File: config.mk
export PLATFORM = sky130hd
export DESIGN_NAME = slcd_core
export DESIGN_NICKNAME = d
export VERILOG_FILES = /design/src/rtl/slcd_pkg.sv /design/src/rtl/slcd_core.sv
export SDC_FILE = /design/constraint.sdc
export NUM_CORES = 1
export LEC_CHECK = 0
export BUFFER_PORTS_ARGS = -buffer_cell sky130_fd_sc_hd__clkbuf_2
export CAP_MARGIN = 20
export CORE_ASPECT_RATIO = 1.2
export CORE_MARGIN = 2
export CORE_UTILIZATION = 59
export DETAILED_ROUTE_END_ITERATION = 10
export GPL_TIMING_DRIVEN = 0
export PLACE_DENSITY = 0.91
export SYNTH_ARGS = -nofsm -noshare
export SYNTH_HDL_FRONTEND = slang
export SYNTH_SLANG_ARGS = --single-unit
File: constraint.sdc
create_clock -name clock -period 4.2 [get_ports clock]
set_input_delay 0.84 -clock clock [delete_from_list [all_inputs] [get_ports clock]]
set_output_delay 0.84 -clock clock [all_outputs]
set_load 0.05 [all_outputs]
File: src/rtl/slcd_pkg.sv
package slcd_pkg;
	// ----------------------------------------
	// data-memory map of the lcd block
	// ----------------------------------------
	localparam logic [7:0] CTRL0_ADDR      = 8'h40;
	localparam logic [7:0] CTRL1_ADDR      = 8'h41;
	localparam logic [7:0] SCC_ADDR        = 8'h42;
	localparam logic [7:0] PTR_SECTOR_ADDR = 8'h43;
	localparam logic [7:0] PTR_LOW_ADDR    = 8'h44;
	localparam logic [7:0] PTR_SECTOR_B_ADDR = 8'h45;
	localparam logic [7:0] PTR_LOW_B_ADDR  = 8'h46;
	localparam logic [7:0] DISP_SECTOR     = 8'h01;
	localparam logic [7:0] DISP_BASE       = 8'h80;
	localparam int         DISP_WORDS      = 49;
	// ----------------------------------------
	// control field positions
	// ----------------------------------------
	localparam int WAVE_BIT    = 7;
	localparam int DUTY_BIT    = 5;
	localparam int BIAS_BIT    = 3;
	localparam int RSEL_LSB    = 1;
	localparam int ENABLE_BIT  = 0;
	localparam int PUMP_BIT    = 2;
	localparam int SUPPLY_LSB  = 0;
	localparam int SLOW_SEL_BIT = 0;
	localparam logic [7:0] CTRL0_MASK = 8'hae;
	localparam logic [7:0] CTRL0_EN_MASK = 8'h01;
	localparam logic [7:0] CTRL1_MASK = 8'h07;
	localparam logic [7:0] CTRL0_RESET = 8'h00;
	localparam logic [7:0] CTRL1_RESET = 8'h00;
	localparam logic [7:0] PTR_RESET   = 8'h00;
	// ----------------------------------------
	// timing
	// ----------------------------------------
	localparam int         SCAN_DIV      = 8;
	localparam logic [2:0] SCAN_DIV_LAST = 3'(SCAN_DIV - 1);
	localparam logic [1:0] COM_LAST_3 = 2'h2;
	localparam logic [1:0] COM_LAST_4 = 2'h3;
	localparam logic [1:0] SUPPLY_PINS = 2'h0;
endpackage

File: src/rtl/slcd_core.sv
`timescale 1ns/10ps
// Summary of operation
// scanner reads display memory continuously, so writes appear at once
// display sector chosen only when sector pointer byte holds one; extended direct access from 80h selects it without any pointer
// indirect access via low pointer from 80h, plus extended direct access
// scan clock is slow clock divided by eight, nominally four kilohertz
// slow clock is rc or crystal oscillator, picked by select bit
// enable bit 0 turns display on, always off in sleep
// bit 7 picks waveform type a or b
// bit 5 picks one-third or one-quarter duty
// bit 3 picks one-half or one-third bias
// bits 2..1 pick bias resistor, 00 highest, 11 lowest
// second register bit 2 picks ladder or charge pump
// two-bit field picks charge-pump supply source
// enabled pump mode turns shared pins into reference and capacitor pins
// unimplemented control bits ignore writes and read zero
// segment pin use set by separate pin-sharing registers
// lcd logic held reset while disabled or asleep
// duty sets three or four commons and slots per frame
// each memory byte is one segment, low bits on successive commons
// control bits clear to zero at reset
module slcd_core
	import slcd_pkg::*;
(
	// clock and reset
	input  wire logic        clock,
	input  wire logic        rst_b,
	// slow clock sources and sleep input
	input  wire logic        rc_osc_tick,
	input  wire logic        crystal_osc_tick,
	input  wire logic        sleep_mode,
	// cpu data-memory port
	input  wire logic        mem_wr,
	input  wire logic        mem_rd,
	input  wire logic        mem_indirect,
	input  wire logic        mem_indirect_b,
	input  wire logic        mem_extended,
	input  wire logic [7:0]  mem_addr,
	input  wire logic [7:0]  mem_wdata,
	output logic [7:0]       mem_rdata,
	output logic             mem_hit,
	// pin sharing
	input  wire logic [48:0] seg_pin_lcd,
	// panel drive
	output logic [3:0]       com_active,
	output logic [48:0]      seg_on,
	output logic [48:0]      seg_drive_en,
	output logic             wave_type_b,
	output logic             quarter_duty,
	output logic             third_bias,
	output logic [1:0]       ladder_resistor_select,
	output logic             pump_or_ladder_select,
	output logic [1:0]       cpump_supply_select,
	output logic             shared_pins_lcd,
	output logic             lcd_running
);
	// ----------------------------------------
	// registers
	// ----------------------------------------
	logic [7:0] lcd_control_primary;
	logic [7:0] lcd_control_bias_source;
	logic [7:0] system_clock_control;
	logic [7:0] pointer_sector_byte;
	logic [7:0] pointer_low_byte;
	logic [7:0] pointer_sector_byte_b;
	logic [7:0] pointer_low_byte_b;
	logic [7:0] disp_mem [DISP_WORDS];
	logic       display_on;
	logic       lcd_rst;
	logic       slow_clock;
	logic [2:0] div_cnt;
	logic [1:0] com_idx;
	logic [1:0] next_com_idx;
	logic [7:0] disp_addr;
	logic       disp_sel;
	logic [7:0] next_rdata;
	logic       next_hit;
	logic [5:0] disp_idx;
	logic       sfr_access;

	assign display_on = lcd_control_primary[ENABLE_BIT];
	assign lcd_rst    = !display_on || sleep_mode;
	assign sfr_access = !mem_indirect && !mem_indirect_b && !mem_extended;
	assign disp_idx   = 6'(disp_addr - DISP_BASE);

	// ----------------------------------------
	// address decode for display memory
	// ----------------------------------------
	always_comb begin
		disp_addr = mem_addr;
		disp_sel  = 1'b0;
		if (mem_indirect && pointer_sector_byte == DISP_SECTOR) begin
			disp_addr = pointer_low_byte;
			disp_sel  = 1'b1;
		end else if (mem_indirect_b && pointer_sector_byte_b == DISP_SECTOR) begin
			disp_addr = pointer_low_byte_b;
			disp_sel  = 1'b1;
		end else if (mem_extended && mem_addr[7:0] >= DISP_BASE) begin
			disp_addr = mem_addr;
			disp_sel  = 1'b1;
		end
		if (disp_addr < DISP_BASE || disp_addr >= DISP_BASE + 8'(DISP_WORDS)) begin
			disp_sel = 1'b0;
		end
	end

	// ----------------------------------------
	// lcd control registers
	// ----------------------------------------
	always_ff @(posedge clock or negedge rst_b) begin
		if (!rst_b) begin
			lcd_control_primary     <= CTRL0_RESET;
			lcd_control_bias_source <= CTRL1_RESET;
		end else if (mem_wr && sfr_access) begin
			if (mem_addr == CTRL0_ADDR) begin
				lcd_control_primary <= mem_wdata & (CTRL0_MASK | CTRL0_EN_MASK);
			end else if (mem_addr == CTRL1_ADDR) begin
				lcd_control_bias_source <= mem_wdata & CTRL1_MASK;
			end
		end
	end

	// ----------------------------------------
	// clock source select
	// ----------------------------------------
	always_ff @(posedge clock or negedge rst_b) begin
		if (!rst_b) begin
			system_clock_control <= PTR_RESET;
		end else if (mem_wr && sfr_access && mem_addr == SCC_ADDR) begin
			system_clock_control <= mem_wdata;
		end
	end

	// ----------------------------------------
	// memory pointers
	// ----------------------------------------
	always_ff @(posedge clock or negedge rst_b) begin
		if (!rst_b) begin
			pointer_sector_byte   <= PTR_RESET;
			pointer_low_byte      <= PTR_RESET;
			pointer_sector_byte_b <= PTR_RESET;
			pointer_low_byte_b    <= PTR_RESET;
		end else if (mem_wr && sfr_access) begin
			if (mem_addr == PTR_SECTOR_ADDR) begin
				pointer_sector_byte <= mem_wdata;
			end else if (mem_addr == PTR_LOW_ADDR) begin
				pointer_low_byte <= mem_wdata;
			end else if (mem_addr == PTR_SECTOR_B_ADDR) begin
				pointer_sector_byte_b <= mem_wdata;
			end else if (mem_addr == PTR_LOW_B_ADDR) begin
				pointer_low_byte_b <= mem_wdata;
			end
		end
	end

	// ----------------------------------------
	// display memory writes
	// ----------------------------------------
	// no reset: unwritten bytes scan as unknown
	always_ff @(posedge clock) begin
		if (mem_wr && disp_sel) begin
			disp_mem[disp_idx] <= mem_wdata;
		end
	end

	// ----------------------------------------
	// cpu read path
	// ----------------------------------------
	always_comb begin
		next_rdata = 8'h00;
		next_hit   = 1'b0;
		if (disp_sel) begin
			next_rdata = disp_mem[disp_idx];
			next_hit   = 1'b1;
		end else if (mem_indirect || mem_indirect_b || mem_extended) begin
			next_hit = 1'b0;
		end else if (mem_addr == CTRL0_ADDR) begin
			next_rdata = lcd_control_primary;
			next_hit   = 1'b1;
		end else if (mem_addr == CTRL1_ADDR) begin
			next_rdata = lcd_control_bias_source;
			next_hit   = 1'b1;
		end else if (mem_addr == SCC_ADDR) begin
			next_rdata = system_clock_control;
			next_hit   = 1'b1;
		end else if (mem_addr == PTR_SECTOR_ADDR) begin
			next_rdata = pointer_sector_byte;
			next_hit   = 1'b1;
		end else if (mem_addr == PTR_LOW_ADDR) begin
			next_rdata = pointer_low_byte;
			next_hit   = 1'b1;
		end else if (mem_addr == PTR_SECTOR_B_ADDR) begin
			next_rdata = pointer_sector_byte_b;
			next_hit   = 1'b1;
		end else if (mem_addr == PTR_LOW_B_ADDR) begin
			next_rdata = pointer_low_byte_b;
			next_hit   = 1'b1;
		end
	end

	always_ff @(posedge clock or negedge rst_b) begin
		if (!rst_b) begin
			mem_rdata <= 8'h00;
			mem_hit   <= 1'b0;
		end else begin
			mem_rdata <= mem_rd ? next_rdata : 8'h00;
			mem_hit   <= mem_rd && next_hit;
		end
	end

	// ----------------------------------------
	// scan clock divider
	// ----------------------------------------
	// slow clock source arrives as a one-cycle tick per slow period
	assign slow_clock = system_clock_control[SLOW_SEL_BIT] ? crystal_osc_tick
		: rc_osc_tick;

	always_ff @(posedge clock or negedge rst_b) begin
		if (!rst_b) begin
			div_cnt <= 3'h0;
		end else if (lcd_rst) begin
			div_cnt <= 3'h0;
		end else if (slow_clock) begin
			div_cnt <= (div_cnt == SCAN_DIV_LAST) ? 3'h0 : div_cnt + 3'h1;
		end
	end

	// ----------------------------------------
	// common sequencer
	// ----------------------------------------
	always_comb begin
		next_com_idx = com_idx + 2'h1;
		if (com_idx >= (lcd_control_primary[DUTY_BIT] ? COM_LAST_4 : COM_LAST_3)) begin
			next_com_idx = 2'h0;
		end
	end

	always_ff @(posedge clock or negedge rst_b) begin
		if (!rst_b) begin
			com_idx <= 2'h0;
		end else if (lcd_rst) begin
			com_idx <= 2'h0;
		end else if (slow_clock && div_cnt == SCAN_DIV_LAST) begin
			com_idx <= next_com_idx;
		end
	end

	// ----------------------------------------
	// segment fetch, one byte per segment
	// ----------------------------------------
	genvar g;
	generate
		for (g = 0; g < DISP_WORDS; g++) begin : g_seg
			always_ff @(posedge clock or negedge rst_b) begin
				if (!rst_b) begin
					seg_on[g]       <= 1'b0;
					seg_drive_en[g] <= 1'b0;
				end else begin
					seg_on[g]       <= !lcd_rst && disp_mem[g][com_idx];
					seg_drive_en[g] <= !lcd_rst && seg_pin_lcd[g];
				end
			end
		end
	endgenerate

	// ----------------------------------------
	// panel configuration outputs
	// ----------------------------------------
	always_ff @(posedge clock or negedge rst_b) begin
		if (!rst_b) begin
			wave_type_b            <= 1'b0;
			quarter_duty           <= 1'b0;
			third_bias             <= 1'b0;
			ladder_resistor_select <= 2'h0;
			pump_or_ladder_select  <= 1'b0;
			cpump_supply_select    <= SUPPLY_PINS;
		end else begin
			wave_type_b            <= lcd_control_primary[WAVE_BIT];
			quarter_duty           <= lcd_control_primary[DUTY_BIT];
			third_bias             <= lcd_control_primary[BIAS_BIT];
			ladder_resistor_select <= lcd_control_primary[RSEL_LSB +: 2];
			pump_or_ladder_select  <= lcd_control_bias_source[PUMP_BIT];
			cpump_supply_select    <= lcd_control_bias_source[SUPPLY_LSB +: 2];
		end
	end

	// ----------------------------------------
	// scan status outputs
	// ----------------------------------------
	always_ff @(posedge clock or negedge rst_b) begin
		if (!rst_b) begin
			com_active      <= 4'h0;
			shared_pins_lcd <= 1'b0;
			lcd_running     <= 1'b0;
		end else begin
			com_active      <= lcd_rst ? 4'h0 : 4'(4'h1 << com_idx);
			shared_pins_lcd <= display_on && lcd_control_bias_source[PUMP_BIT];
			lcd_running     <= !lcd_rst;
		end
	end
endmodule

==> insert_results.sql <==
INSERT INTO impl_metrics (metric_group, metric, value, unit) VALUES
('outcome', 'outcome', 'finished, violations left', ''),
('outcome', 'failed_checks', 'setup timing', ''),
('setup_path', 'cpPeakStageDelay', '0.48', 'ns'),
('route', 'antenna_violating_nets_post_route', '0', ''),
('clock_network', 'cts-root-to-sink-buffers', '3', ''),
('route', 'drt_pre_antenna_iters', '8', ''),
('grt', 'gr-usage-all-layers', '40.99', '%'),
('floorplan', 'io_pins', '196', ''),
('run', 'drv_cap', '0', ''),
('power_and_ir_drop', 'power.density_cell_area', '428.0', 'nW/um^2'),
('sta', 'final-max-slew-violation-count', '0', ''),
('sta', 'post-route-period-util', '102.9', '%'),
('sta', 'setup_viol_count_final', '7', ''),
('placed_design', 'globalplace.congestion', '1.054', ''),
('clock_network', 'count_of_clock_tree_sinks', '626', ''),
('route', 'drt-wirelength-per-cell', '34.76', 'um'),
('clock_network', 'tritoncts_clock_tree', 'done', ''),
('setup_path', 'cp_data_arrival_time', '4.80', 'ns'),
('sta', 'totalNegativeSetupSlack', '-0.5330', 'ns'),
('logic_synthesis', 'number_of_enable_type_register_cells_in_the_synthesized_netlist', '451', ''),
('clock_network', 'cts-buffers-inserted', '57', ''),
('power_and_ir_drop', 'power_share_of_the_clock_group', '42.2', '%'),
('setup_path', 'worstSetupPathType', 'reg2reg', ''),
('setup_path', 'crit_chain', 'nor4_4, nand4_1, a31oi_4, buf_4, buf_4, buf_4, buf_4, buf_4, o22ai_1, a21oi_1, o22ai_1, a31oi_1, o2bb2ai_1', ''),
('grt', 'antenna_found_initial', '1', ''),
('setup_path', 'critical_path.top_delay_family', 'buffers and inverters', ''),
('logic_synthesis', 'yosys_register_bits', '626', ''),
('setup_path', 'critPathLaunchType', 'flip-flop', ''),
('power_and_ir_drop', 'p_leak', '11.46', 'nW'),
('logic_synthesis', 'post_synth.cell_area_avg', '15.30', 'sq um'),
('sta', 'post-route-worst-setup-slack', '-0.1210', 'ns'),
('setup_path', 'crit_path_end_kind', 'flip-flop', ''),
('route', 'drcViolationCount', '0', ''),
('grt', 'grt_max_degree', '125', ''),
('cells_and_area', 'syn_to_final_growth', '21.27', '%'),
('floorplan', 'design.die.area', '44330', 'sq um'),
('power_and_ir_drop', 'vdd_drop_max', '0.4471', 'mV'),
('power_and_ir_drop', 'netsw', '0.003015', 'W'),
('setup_path', 'crit_cells', '13', ''),
('sta', 'slew_headroom', '16.75', '%'),
('logic_synthesis', 'netlist_top_cells_area', 'edfxtp_1 54%, dfrtp_1 17%, mux4_2 4.4%, mux2_2 3.8%, o22ai_1 2.9%', ''),
('setup_path', 'ff2ff_path_depth', '13', ''),
('clock_network', 'clock_tree.root_cell', 'clkbuf_16', ''),
('cells_and_area', 'finish.net_count', '2072', ''),
('hold_path', 'worstHoldPathType', 'in2async', ''),
('floorplan', 'floorplan.die.width', '192.5', 'um'),
('floorplan', 'core', '41960', 'sq um'),
('power_and_ir_drop', 'internal_power_summed_over_all_cells', '0.01005', 'W'),
('grt', 'via_count_of_the_first_global_routing_pass', '18708', ''),
('logic_synthesis', 'synthDominantCellAreaShare', '53.81', '%'),
('setup_path', 'cp_data_required_time', '4.68', 'ns'),
('logic_synthesis', 'ys_warn_count', '0', ''),
('route', 'detailroute.via_count', '18633', ''),
('logic_synthesis', 'synth_largest_area_cell', 'edfxtp_1', ''),
('cells_and_area', 'final_core_util', '72.73', '%'),
('setup_path', 'worst_path_max_delay_cell', 'nor4_4', ''),
('logic_synthesis', 'async_reset_ff_share', '27.96', '%'),
('setup_path', 'worst_path_buf_inv', '5', ''),
('power_and_ir_drop', 'switching_share', '23.08', '%'),
('logic_synthesis', 'synth_cell_type_count', '64', ''),
('sta', 'hold_viol_final', '0', ''),
('logic_synthesis', 'post_synth_instance_area', '25170', 'sq um'),
('setup_path', 'cp_common_cell', 'buf_4', ''),
('grt', 'grt_remaining_overflow', '0', ''),
('grt', 'grt_first_pass_wirelength', '126600', 'um'),
('route', 'wl', '89900', 'um'),
('clock_network', 'htree_num_levels', '2', ''),
('route', 'detail_route.iter0.violations', '3263', ''),
('cells_and_area', 'drive_above_1_share', '30.90', '%'),
('cells_and_area', 'final_common_cell', 'edfxtp_1', ''),
('sta', 'finalWorstPathRequiredPeriod', '4.321', 'ns');
## sequential cells by signal (all words and copies together) (netlist names)
name,cells
disp_mem,451
seg_drive_en,49
seg_on,49
mem_rdata,8
pointer_low_byte,8
pointer_low_byte_b,8
pointer_sector_byte,8
pointer_sector_byte_b,8
system_clock_control,8
lcd_control_primary,6
com_active,4
div_cnt,3
lcd_control_bias_source,3
com_idx,2
cpump_supply_select,2
ladder_resistor_select,2
lcd_running,1
mem_hit,1
pump_or_ladder_select,1
quarter_duty,1
shared_pins_lcd,1
third_bias,1
wave_type_b,1
## power by group through the flow
stage | Clock, W | Sequential (W) | Combinational [W]
finish | 0.00551 | 0.00672 | 0.000836
detailed placement | 0 | 0.00685 | 0.000701
global placement | 0 | 0.00685 | 0.000671
floorplan | 0 | 0.00686 | 0.000274
CTS | 0.00547 | 0.00672 | 0.000763
global route | 0.00571 | 0.00672 | 0.000836
## metrics by stage
stage	power, W	area (sq um)	setup slack, ns	instances	hold slack, ns
2_1_floorplan	0.007131	25380	0.3884	1703	0.3616
3_3_place_gp	0.007519	27040	-2.358	2444	0.3835
3_5_place_dp	0.007548	27260	-1.667	2455	0.4048
4_1_cts	0.01295	30250	-0.1071	2579	0.2029
5_1_grt	0.01327	30520	-0.02207	2585	0.2332
6_report	0.01306	30520	-0.1210	2586	0.1894
## layout make-up
type,count,area (sq um)
Sequential cell,626,17920
Fill cell,2468,11440
Multi-Input combinational cell,972,7807
Clock buffer,78,1614
Timing Repair Buffer,231,1495
Tap cell,546,683.2
Buffer,96,616.8
Clock inverter,30,356.6
Inverter,6,22.52
Antenna cell,1,2.502
## logic make-up after synthesis
group,count (synthesis),share of synthesized area [%]
AO/OA/AOI/OAI,330,8.969
adder cells (fa/ha/maj),7,0.3480
buffers and inverters,105,1.830
flip-flops,626,71.21
multiplexers,159,9.178
other,1,0.01490
AND/OR/NAND/NOR,417,8.447
## worst paths after layout
path / start / endpoint / slack (ns)
setup / recovery: pointer_sector_byte_b[3] / mem_rdata[7] / -0.12
hold / removal: rst_b / pointer_sector_byte_b[5] / 0.19
setup reg to reg: pointer_sector_byte_b[3] / mem_rdata[7] / -0.12
hold reg to reg: lcd_control_bias_source[0] / cpump_supply_select[0] / 0.43
max in group asynchronous: rst_b / seg_on[45] / 3.02
min in group clock: seg_pin_lcd[27] / seg_drive_en[27] / 0.43
## repair_timing
item                       CTS  global route
setup endpoints to repair  400           392
pin swaps                   12            16
buffers inserted            17             8
resized for setup          225            40
## worst register-to-register path, cell delays in order (launching register included)
cell and delay, ns:
dfrtp_1 0.44, nor4_4 0.48, nand4_1 0.25, a31oi_4 0.40
buf_4 0.26, buf_4 0.30, buf_4 0.37, buf_4 0.32
buf_4 0.32, o22ai_1 0.12, a21oi_1 0.20, o22ai_1 0.14
a31oi_1 0.33, o2bb2ai_1 0.27
## layer usage
metal  wire length, um  global-route usage, %  vias to the layer above
li1                  -                      -                     7067
met1             26840                  48.87                     8942
met2             40280                  62.57                     2027
met3             13730                  12.55                      597
met4              9052                  30.92                        0
met5                 0                      0                        -
## cell usage after synthesis (all sizes together), types with 4 or more instances
cell type  instances
or4               11
nand4             10
nand2            112
nor3               8
o41ai              5
ha                 7
a22oi             13
o21ai             27
o221ai            34
a311oi             6
buf               53
nand3             35
dfrtp            175
o31ai             21
o22a               4
o2bb2ai            7
a31oi             13
a31o               4
nor2              79
nor2b              9
mux2i             26
clkbuf            46
a211oi             8
and2             111
inv                6
edfxtp           451
nor4              17
mux4              49
mux2              84
o22ai            118
nand2b             9
a21oi             48
No activity file was read; power rests on OpenSTA's default activity.
